### src/hw/wds_regs.vh
// Constants for the watchdog supervisor
// ****************************************************************
// ****************************************************************
`ifndef WDS_REGS_VH
`define WDS_REGS_VH

`define WDS_CNT_W 26
`define WDS_WIN_CLKS 26'h0000200
`define WDS_TO_SEL0 26'h0010000
`define WDS_TO_SEL1 26'h0080000
`define WDS_TO_SEL2 26'h0400000
`define WDS_TO_SEL3 26'h2000000
`define WDS_XIC_RESTART 0
`define WDS_XIC_RUN 1
`define WDS_XIC_FLAG 3
`define WDS_WDC_RSTFLAG 2
`define WDS_XIE_IEN 4
`define WDS_CKC_SEL_HI 7
`define WDS_CKC_SEL_LO 6
`define WDS_RST_PULSE_CLKS 4'h4

`endif

### src/hw/wds_pulse.v
// Stretches the watchdog reset request into a fixed-length pulse
`timescale 1ns/1ps
`include "wds_regs.vh"

module wds_pulse (
    input wire clk,
    input wire rst,
    input wire trig,
    output reg pulse_r
);
    reg [3:0] cnt_r;

    always @(posedge clk or posedge rst) begin
        if (rst) begin
            cnt_r <= 4'h0;
            pulse_r <= 1'b0;
        end else if (trig) begin
            cnt_r <= `WDS_RST_PULSE_CLKS;
            pulse_r <= 1'b1;
        end else if (cnt_r != 4'h0) begin
            cnt_r <= cnt_r - 4'h1;
            pulse_r <= (cnt_r != 4'h1);
        end else begin
            pulse_r <= 1'b0;
        end
    end
endmodule // wds_pulse

### src/hw/wds_watchdog.v
// Watchdog supervisor: counter, timeout flag, reset window and control bits
`timescale 1ns/1ps
`include "wds_regs.vh"

module wds_watchdog (
    input wire clk,
    input wire rst,
    input wire [7:0] xic_wdata,
    input wire xic_we,
    input wire [7:0] wdc_wdata,
    input wire wdc_we,
    input wire [7:0] ckc_wdata,
    input wire ckc_we,
    input wire [7:0] xie_wdata,
    input wire xie_we,
    input wire isr_exit,
    output reg timeout_interrupt_flag,
    output reg watchdog_run_enable,
    output reg watchdog_reset_flag,
    output reg timeout_select_high,
    output reg timeout_select_low,
    output reg timeout_interrupt_enable,
    output wire wd_irq,
    output wire cpu_reset,
    output reg [25:0] count_r
);
    // ****************************************************************
    // Internal state
    // ****************************************************************
    reg in_window_r;
    reg [9:0] win_cnt_r;
    reg irq_pend_r;
    reg [25:0] limit;
    wire restart_wr;
    wire rstflag_zero_wr;
    wire to_hit;
    wire win_end;
    wire wd_reset;

    always @* begin
        case ({timeout_select_high, timeout_select_low})
            2'b00: limit = `WDS_TO_SEL0;
            2'b01: limit = `WDS_TO_SEL1;
            2'b10: limit = `WDS_TO_SEL2;
            2'b11: limit = `WDS_TO_SEL3;
            default: limit = `WDS_TO_SEL0;
        endcase
    end

    // Restart only counts while the timeout flag is set, before the reset flag sets
    assign restart_wr = xic_we && xic_wdata[`WDS_XIC_RESTART]
        && timeout_interrupt_flag && !watchdog_reset_flag;
    assign rstflag_zero_wr = wdc_we && !wdc_wdata[`WDS_WDC_RSTFLAG];
    assign to_hit = watchdog_run_enable && !in_window_r
        && (count_r == limit - 26'h1);
    assign win_end = watchdog_run_enable && in_window_r
        && (win_cnt_r == 10'h1ff) && !restart_wr;
    assign wd_reset = win_end;

    // ****************************************************************
    // Counter and window
    // ****************************************************************
    always @(posedge clk or posedge rst) begin
        if (rst) begin
            count_r <= 26'h0;
            in_window_r <= 1'b0;
            win_cnt_r <= 10'h0;
        end else if (restart_wr || wd_reset
                || (rstflag_zero_wr && watchdog_reset_flag)) begin
            count_r <= 26'h0;
            in_window_r <= 1'b0;
            win_cnt_r <= 10'h0;
        end else if (watchdog_run_enable) begin
            if (to_hit) begin
                count_r <= 26'h0;
                in_window_r <= 1'b1;
                win_cnt_r <= 10'h0;
            end else if (in_window_r) begin
                win_cnt_r <= win_cnt_r + 10'h1;
            end else begin
                count_r <= count_r + 26'h1;
            end
        end
    end

    // ****************************************************************
    // Control and status bits
    // ****************************************************************
    // External pin reset (rst) clears enables and flags; set beats clear on the flags, but a wd_reset clear beats an xie enable write
    always @(posedge clk or posedge rst) begin
        if (rst) begin
            timeout_interrupt_flag <= 1'b0;
            watchdog_run_enable <= 1'b0;
            watchdog_reset_flag <= 1'b0;
            timeout_select_high <= 1'b0;
            timeout_select_low <= 1'b0;
            timeout_interrupt_enable <= 1'b0;
            irq_pend_r <= 1'b0;
        end else begin
            if (xic_we)
                watchdog_run_enable <= xic_wdata[`WDS_XIC_RUN];
            if (ckc_we) begin
                timeout_select_high <= ckc_wdata[`WDS_CKC_SEL_HI];
                timeout_select_low <= ckc_wdata[`WDS_CKC_SEL_LO];
            end
            if (wd_reset) begin
                timeout_interrupt_flag <= 1'b0;
                timeout_interrupt_enable <= 1'b0;
                watchdog_reset_flag <= 1'b1;
            end else begin
                if (xie_we)
                    timeout_interrupt_enable <= xie_wdata[`WDS_XIE_IEN];
                if (to_hit)
                    timeout_interrupt_flag <= 1'b1;
                else if (xic_we && !xic_wdata[`WDS_XIC_FLAG])
                    timeout_interrupt_flag <= 1'b0;
                else if (restart_wr)
                    timeout_interrupt_flag <= 1'b0;
                if (rstflag_zero_wr)
                    watchdog_reset_flag <= 1'b0;
            end
            // Pending request re-arms when the service routine exits
            if (to_hit)
                irq_pend_r <= 1'b1;
            else if (isr_exit && timeout_interrupt_flag)
                irq_pend_r <= 1'b1;
            else if (!timeout_interrupt_flag)
                irq_pend_r <= 1'b0;
        end
    end

    assign wd_irq = irq_pend_r && timeout_interrupt_flag
        && timeout_interrupt_enable;

    wds_pulse u_pulse (
        .clk(clk),
        .rst(rst),
        .trig(wd_reset),
        .pulse_r(cpu_reset)
    );
endmodule // wds_watchdog

### config.mk
export PLATFORM = sky130hd
export DESIGN_NAME = wds_watchdog
export DESIGN_NICKNAME = d
export VERILOG_FILES = /design/src/hw/wds_pulse.v /design/src/hw/wds_watchdog.v
export VERILOG_INCLUDE_DIRS = /design/src /design/src/hw
export SDC_FILE = /design/constraint.sdc
export NUM_CORES = 1
export LEC_CHECK = 0
export ABC_CLOCK_PERIOD_IN_PS = 6480
export CELL_PAD_IN_SITES_DETAIL_PLACEMENT = 0
export CELL_PAD_IN_SITES_GLOBAL_PLACEMENT = 2
export CORE_UTILIZATION = 40
export CTS_CLUSTER_SIZE = 12
export DETAILED_ROUTE_END_ITERATION = 8
export DONT_BUFFER_PORTS = 1
export PLACE_DENSITY = 0.84
export SKIP_LAST_GASP = 1
export SYNTH_ARGS = -nofsm -noshare
export SYNTH_HDL_FRONTEND = slang
export SYNTH_SLANG_ARGS = --single-unit
### constraint.sdc
create_clock -name clk -period 6.48 [get_ports clk]
set_input_delay 0.324 -clock clk [delete_from_list [all_inputs] [get_ports clk]]
set_output_delay 0.324 -clock clk [all_outputs]
set_load 0.01 [all_outputs]
==> metrics, run 1 <==
vias per cell a little under 6; initial antenna violation count 0; Final #Nets 342; CP Capture Type flop; core footprint around 6800 µm²; pin count of the biggest net entering global routing 50; Biggest register count_r; Place WS roughly 3.3 ns; pwr/cell area 216 nW/µm²; Cell variety after synth 53; Hold Fails Final Rpt 0; sequential element share of the synthesized area 0.434; Mapped Nets 346; number of global-route vias before repair 2,162; Yosys top cell area share 0.434; CTS sink count 49; clk_lat worst skew just over 0.3 ns; TritonCTS Buffers 5; Worst Path Max Fanout 19; drt pass-1 iters 4; hold wc startpoint xic_we; remaining global-route overflow 0; Largest regs count_r: 26 flops, win_cnt_r: 10 flops, u_pulse.cnt_r: 4 flops; Critical Path Start Type flop; CTS tree yes; CTS root buf clkbuf_8; Ys Warns 0; RSZ-0062 raised after global routing false; Critical Path RT 6.65 ns; final setup margin around 3.4 ns; wire per inst 16.1 µm; DRT iter0 DRCs 97; Static Leak approximately 1.3 nW; max-slew violations 0; Post-Syn Area per Cell roughly 9.4 µm²; post-CTS setup buffers 0; drt drc 0; routability cong. 0.742; Initial Util 0.416; Peak VDD IR 0.0000954 V; Reg2Reg Launch Point count_r[2]$_DFFE_PP0P_; Fin Setup TNS 0 ns; final setup fails 0; hold depth 1; vias post-DR 2,298; crit path from count_r[2]$_DFFE_PP0P_; clk_skew just under 0.008 ns; H-tree depth 2; Diodes inserted 0; max FFs per register 26; max frequency 324 MHz; count leader, synth dfrtp_1; Die ar. 7400 µm²; standard-cell rows 30; #FFs+latches synth 49; final WL about 6.3 mm; Final Core Density 0.441; ANT nets after route 0; Die H around 86 µm; first-pass GRT wire length 10.7 mm; fin cells 394; Synth top cells by count dfrtp_1 (49), nand2_1 (27), nor2_1 (25), nand3_1 (23), a21oi_1 (14); clk buf depth 2; Worst Max-Slew Pin Slew 1.13 ns; worst hold path type input pin to flop; R2R cell count 5; fin crit share 0.476; HPWL after DPL 4.31 mm; worst rel slew slack 0.242; layout cells sized above 1 0.0839; area delta synth->final 6.11%; Syn Inst Count 301; top cells by area, synth dfrtp_1 (43%), nand3_1 (4.1%), nand2_1 (3.6%), nor2_1 (3.3%), nand4_1 (2.9%); ys async rst share 1.00; post_cts resized 0; Tot GR Track Use 0.184; Synth area leader dfrtp_1; WS Path Type flop to flop; cts hold-fix bufs 0; Post-Place Cells about 390; prevailing post-synth register cell dfrtp_1; # Max-Cap Violations 0; Die Wd 86.0 µm; status finished, final reports clean; Post-synth EDFFs 0; I/O Buffers 0; Fillers 674; min Tclk post-route slightly above 3 ns; # IOs between 70 and 80; clock-pin slew on the worst setup and hold paths 0.10 ns; Cell Area, Synth 2820 µm²; Worst EP arrival 3.26 ns
==> area by class of cell <==
cell class	count	area, µm²	share of cell area
clock inverters	2	13.8	0.00459
inverters	8	30.0	0.0100
multi-input cells	232	1520	0.506
clock buffers	6	82.6	0.0276
repair buffers	1	7.51	0.00251
flip-flops and latches	49	1230	0.409
well taps	96	120	0.0401
==> report_power, final <==
group | switching [mW] | internal (mW) | total, mW
clock | 0.109 | 0.0868 | 0.196
combinational | 0.0489 | 0.0301 | 0.0790
sequential | 0.0451 | 0.328 | 0.373
==> routing by layer <==
layer	global-route usage	share of wire
met1	0.248	0.49
met2	0.284	0.44
met3	0.0539	0.053
met4	0.0545	0.012
met5	0	0
==> per-stage QoR <==
| stage | hold slack (ns) | power (mW) | area (µm²) |
|---|---|---|---|
| floorplan | 0.436 | 0.435 | 2820 |
| global placement | 0.439 | 0.457 | 2900 |
| detailed placement | 0.443 | 0.459 | 2900 |
| CTS | 0.108 | 0.657 | 3000 |
| global route | 0.106 | 0.686 | 3000 |
| finish | 0.118 | 0.648 | 3000 |
==> cells by family (layout without fill, tap and decap cells) <==
logic type / Yosys count / count (layout) / share of synthesized area
flops: 49 / 49 / 0.434
buf+inv: 20 / 17 / 0.0288
mux: 5 / 5 / 0.0186
fa+ha+maj: 6 / 6 / 0.0266
compound gates: 67 / 67 / 0.168
simple gates: 142 / 142 / 0.287
xor+xnor: 12 / 12 / 0.0372
==> worst max-delay path, stage by stage, from the launching register on <==
cell     delay [ns]
dfrtp_1        0.52
nand4_1        0.33
nor4_2         1.06
nand4_4        0.42
nand2_2        0.45
o21ai_0        0.16
==> layout by cell type (no fill, tap or decap), types with 3 or more instances in the layout <==
cell,count
or4_1,3
a311oi_1,4
a21oi_1,14
o31ai_1,6
nor2_1,25
nor3_1,4
clkbuf_8,6
inv_1,7
or2_2,3
o21ai_0,11
nand3_1,23
nand4_1,13
nand2b_1,4
mux2i_1,3
nor2b_1,3
and2_1,3
dfrtp_1,49
and4_1,4
or3_1,7
xnor2_1,3
and3_1,5
xor2_1,9
nand2_1,27
o2111ai_1,7
a31oi_1,5
ha_1,6
nand3b_1,5
o211ai_1,7
==> final timing paths <==
kind | to | slack [ns]
min in group asynchronous | u_pulse.pulse_r$_DFF_PP0_ | 0.14
min | watchdog_run_enable$_DFFE_PP0P_ | 0.12
min reg2reg | irq_pend_r$_DFFE_PP0P_ | 0.52
max in group asynchronous | win_cnt_r[7]$_DFFE_PP0P_ | 5.68
max | win_cnt_r[7]$_DFFE_PP0P_ | 3.40
max reg2reg | win_cnt_r[7]$_DFFE_PP0P_ | 3.40
Note: power is estimated with default switching activity, not from simulation.
==> inputs of run 2 (changes only) <==
Settings changed: ABC_AREA from default to 1, ABC_CLOCK_PERIOD_IN_PS 6480 to 2900, CORE_UTILIZATION 40 to 36, PLACE_DENSITY 0.84 to 0.81.
Clock period 6.48 ns to 2.9 ns, I/O delays scaled along.
==> run 2 against run 1 <==
  * The flow now finishes with violations (hold timing)
  * Sequential cell count is the same
  * Clock skew grew 0.0098 ns
  * Clock-buffer cell count grew 1
  * Via count grew 11%
  * Critical endpoint is now count_r[7]$_DFFE_PP0P_
  * Largest power group unchanged
  * Highest routed layer unchanged
==> metrics, run 2 <==
status finished, violations left; failing checks hold timing; vias post-DR 2,555 (+11%); Die ar. 8840 µm² (+19%); CTS sink count 49 (unchanged); worst hold path type input pin to asynchronous set/reset pin; wire per inst 13.9 µm (-14%); first-pass GRT wire length 12.4 mm (+16%); area delta synth->final 8.42%; core footprint 8220 µm² (+21%); H-tree depth 2 (unchanged); Die H 94.0 µm (+9.3%); top cells by area, synth dfrtp_1 (40%), nand2_1 (11%), nand3_1 (7.6%), nor2_1 (6.3%), inv_1 (6.0%); DRT iter0 DRCs 143 (+47%); # IOs 73 (unchanged); Post-Syn Area per Cell 7.58 µm² (-19%); Diodes inserted 0 (unchanged); Yosys top cell area share 0.402 (-0.0317); Final #Nets 455 (+33%); Critical Path RT 3.08 ns (-3.57 ns); max-slew violations 0 (unchanged); pwr/cell area 452 nW/µm² (+110%); CTS root buf clkbuf_8; clk_skew 0.0176 ns (+0.00984 ns); clk buf depth 2 (unchanged); Mapped Nets 447 (+29%); PnR Total Power 1.49 mW (+130%); final setup margin 0.660 ns (-2.73 ns); pin count of the biggest net entering global routing 50 (unchanged); Peak VDD IR 0.000206 V (+120%); Tot GR Track Use 0.180 (-0.00323); Cell variety after synth 35 (-34%); # Max-Cap Violations 0 (unchanged); Ys Warns 0 (unchanged); Reg2Reg Launch Point timeout_select_low$_DFFE_PP0P_; R2R cell count 13 (+8); WHS -0.0239 ns (-0.141 ns); Fin Setup TNS 0 ns (unchanged); final WL 7.16 mm (+13%); count leader, synth nand2_1; ys async rst share 1.00 (unchanged); standard-cell rows 33 (+10%); routability cong. 0.817 (+10%); Worst Path Max Fanout 23 (+4); Finished Cell Area 3300 µm² (+10%); fin crit share 0.772 (+0.296); Syn Inst Count 402 (+34%); Place WS 0.607 ns (-2.69 ns); Fillers 891 (+32%); Synth area leader dfrtp_1; commonest cells after routing, fill and taps aside nand2_1 (93), nor2_1 (51), dfrtp_1 (49), inv_1 (48), nand3_1 (46); Cell Area, Synth 3050 µm² (+7.9%); Static Leak 1.63 nW (+27%); Cell Area, Placed 3120 µm² (+7.5%); min Tclk post-route 2.24 ns (-0.845 ns); remaining global-route overflow 0 (unchanged); clock-pin slew on the worst setup and hold paths 0.09 ns (about the same); clk_lat worst skew 0.31 ns (about the same); Worst EP arrival 2.42 ns (-0.84 ns); worst rel slew slack 0.288 (+0.0459); Largest regs count_r: 26 flops, win_cnt_r: 10 flops, u_pulse.cnt_r: 4 flops; drt drc 0 (unchanged); Synth top cells by count nand2_1 (93), nor2_1 (51), dfrtp_1 (49), inv_1 (49), nand3_1 (46); initial antenna violation count 0 (unchanged); WS Path Type flop to flop; register area 1230 µm² (unchanged); CP Capture Type flop; commonest non-fill, non-tap cell in the layout nand2_1; max FFs per register 26 (unchanged); I/O Buffers 0 (unchanged); Post-synth EDFFs 0 (unchanged); TritonCTS Buffers 5 (unchanged); vias per cell 4.95 (-15%); reg2reg end count_r[7]$_DFFE_PP0P_; CTS tree yes; RSZ-0062 raised after global routing false; Hold Fails Final Rpt 43 (+43); prevailing post-synth register cell dfrtp_1; area of the multi-input gates 1560 µm² (+2.7%); ANT nets after route 0 (unchanged); final setup fails 0 (unchanged); number of global-route vias before repair 2,555 (+18%); max frequency 447 MHz (+38%); Worst Max-Slew Pin Slew 1.07 ns (-0.0610 ns); sequential element share of the synthesized area 0.402 (-0.0317); layout cells sized above 1 0.0973 (+0.0134); #FFs+latches synth 49 (unchanged); HPWL after DPL 4.99 mm (+16%); drt pass-1 iters 4 (unchanged); Initial Util 0.371 (-0.0449); reg2reg setup slack 0.66 ns (-2.73 ns); Biggest register count_r; Die Wd 94.0 µm (+9.3%); post-CTS setup buffers 0 (unchanged); Critical Path Start Type flop
## run 2: cell count changes in the layout (fill, tap and decap cells not counted), moves of 10 or more
cell     before  now
nand2_1      27   93
inv_1         7   48
nor2_1       25   51
nand3_1      23   46
nor3_1        4   17
nor2_2        0   10
## run 2: report_power, final
part | switching (mW) | internal [mW]
logic | 0.103 | 0.0617
registers | 0.0785 | 0.724
clock network | 0.245 | 0.282
## run 2: per-stage QoR
stage               hold slack [ns]  utilization  std cells
floorplan                     0.252            -        402
detailed placement            0.261        0.379        501
global route                 0.0170        0.402        516
finish                      -0.0239        0.402        516
global placement              0.255        0.379        501
CTS                         0.00280        0.402        516
## run 2: what timing repair did
action,CTS,global route
endpoints found under the hold margin,5,0
hold buffers,7,0
endpoints found under the setup margin,0,0
resized for setup,0,0
## run 2: layout make-up
| cell class | count | share of cell area |
|---|---|---|
| Clock inverter | 1 | 0.00909 |
| Timing Repair Buffer | 7 | 0.0212 |
| Inverter | 53 | 0.0610 |
| Clock buffer | 7 | 0.0261 |
| Sequential cell | 49 | 0.371 |
| Multi-Input combinational cell | 294 | 0.472 |
| Tap cell | 105 | 0.0398 |
## run 2: worst max path at each step
stage	startpoint	end	slack, ns	cells past startpoint
final	timeout_select_low$_DFFE_PP0P_	count_r[7]$_DFFE_PP0P_	0.66	13
after floorplan	timeout_select_low$_DFFE_PP0P_	win_cnt_r[8]$_DFFE_PP0P_	1.00	15
after detailed placement	timeout_select_low$_DFFE_PP0P_	count_r[7]$_DFFE_PP0P_	0.61	13
after CTS	timeout_select_low$_DFFE_PP0P_	count_r[7]$_DFFE_PP0P_	0.59	13
after global routing	timeout_select_low$_DFFE_PP0P_	count_r[7]$_DFFE_PP0P_	0.45	13
after global placement	timeout_select_low$_DFFE_PP0P_	count_r[8]$_DFFE_PP0P_	0.61	13
## run 2: kinds of logic after synthesis
group / synth area share
AND/OR/NAND/NOR: 0.398
buffers and inverters: 0.0862
flip-flops: 0.402
AO/OA/AOI/OAI: 0.0365
XOR/XNOR: 0.0489
adder cells (fa/ha/maj): 0.0246
multiplexers: 0.00370
## run 2: worst max-delay path, stage by stage (launching register included)
cell	delay, ns
dfrtp_1	0.45
nor2_1	0.20
inv_1	0.10
ha_1	0.31
nand2_1	0.07
inv_1	0.04
nor2_1	0.07
nand2_1	0.06
nor2_2	0.09
nand2_1	0.07
nor2_2	0.13
nand2_4	0.12
nand2_4	0.29
nor2_1	0.11
## run 2: routing by layer
layer | vias to the layer above | track usage | part of all wire
met4 | 0 | 0.0462 | 0.011
met5 | - | 0 | 0
met1 | 1201 | 0.224 | 0.47
li1 | 1307 | - | -
met2 | 40 | 0.316 | 0.49
met3 | 7 | 0.0380 | 0.033
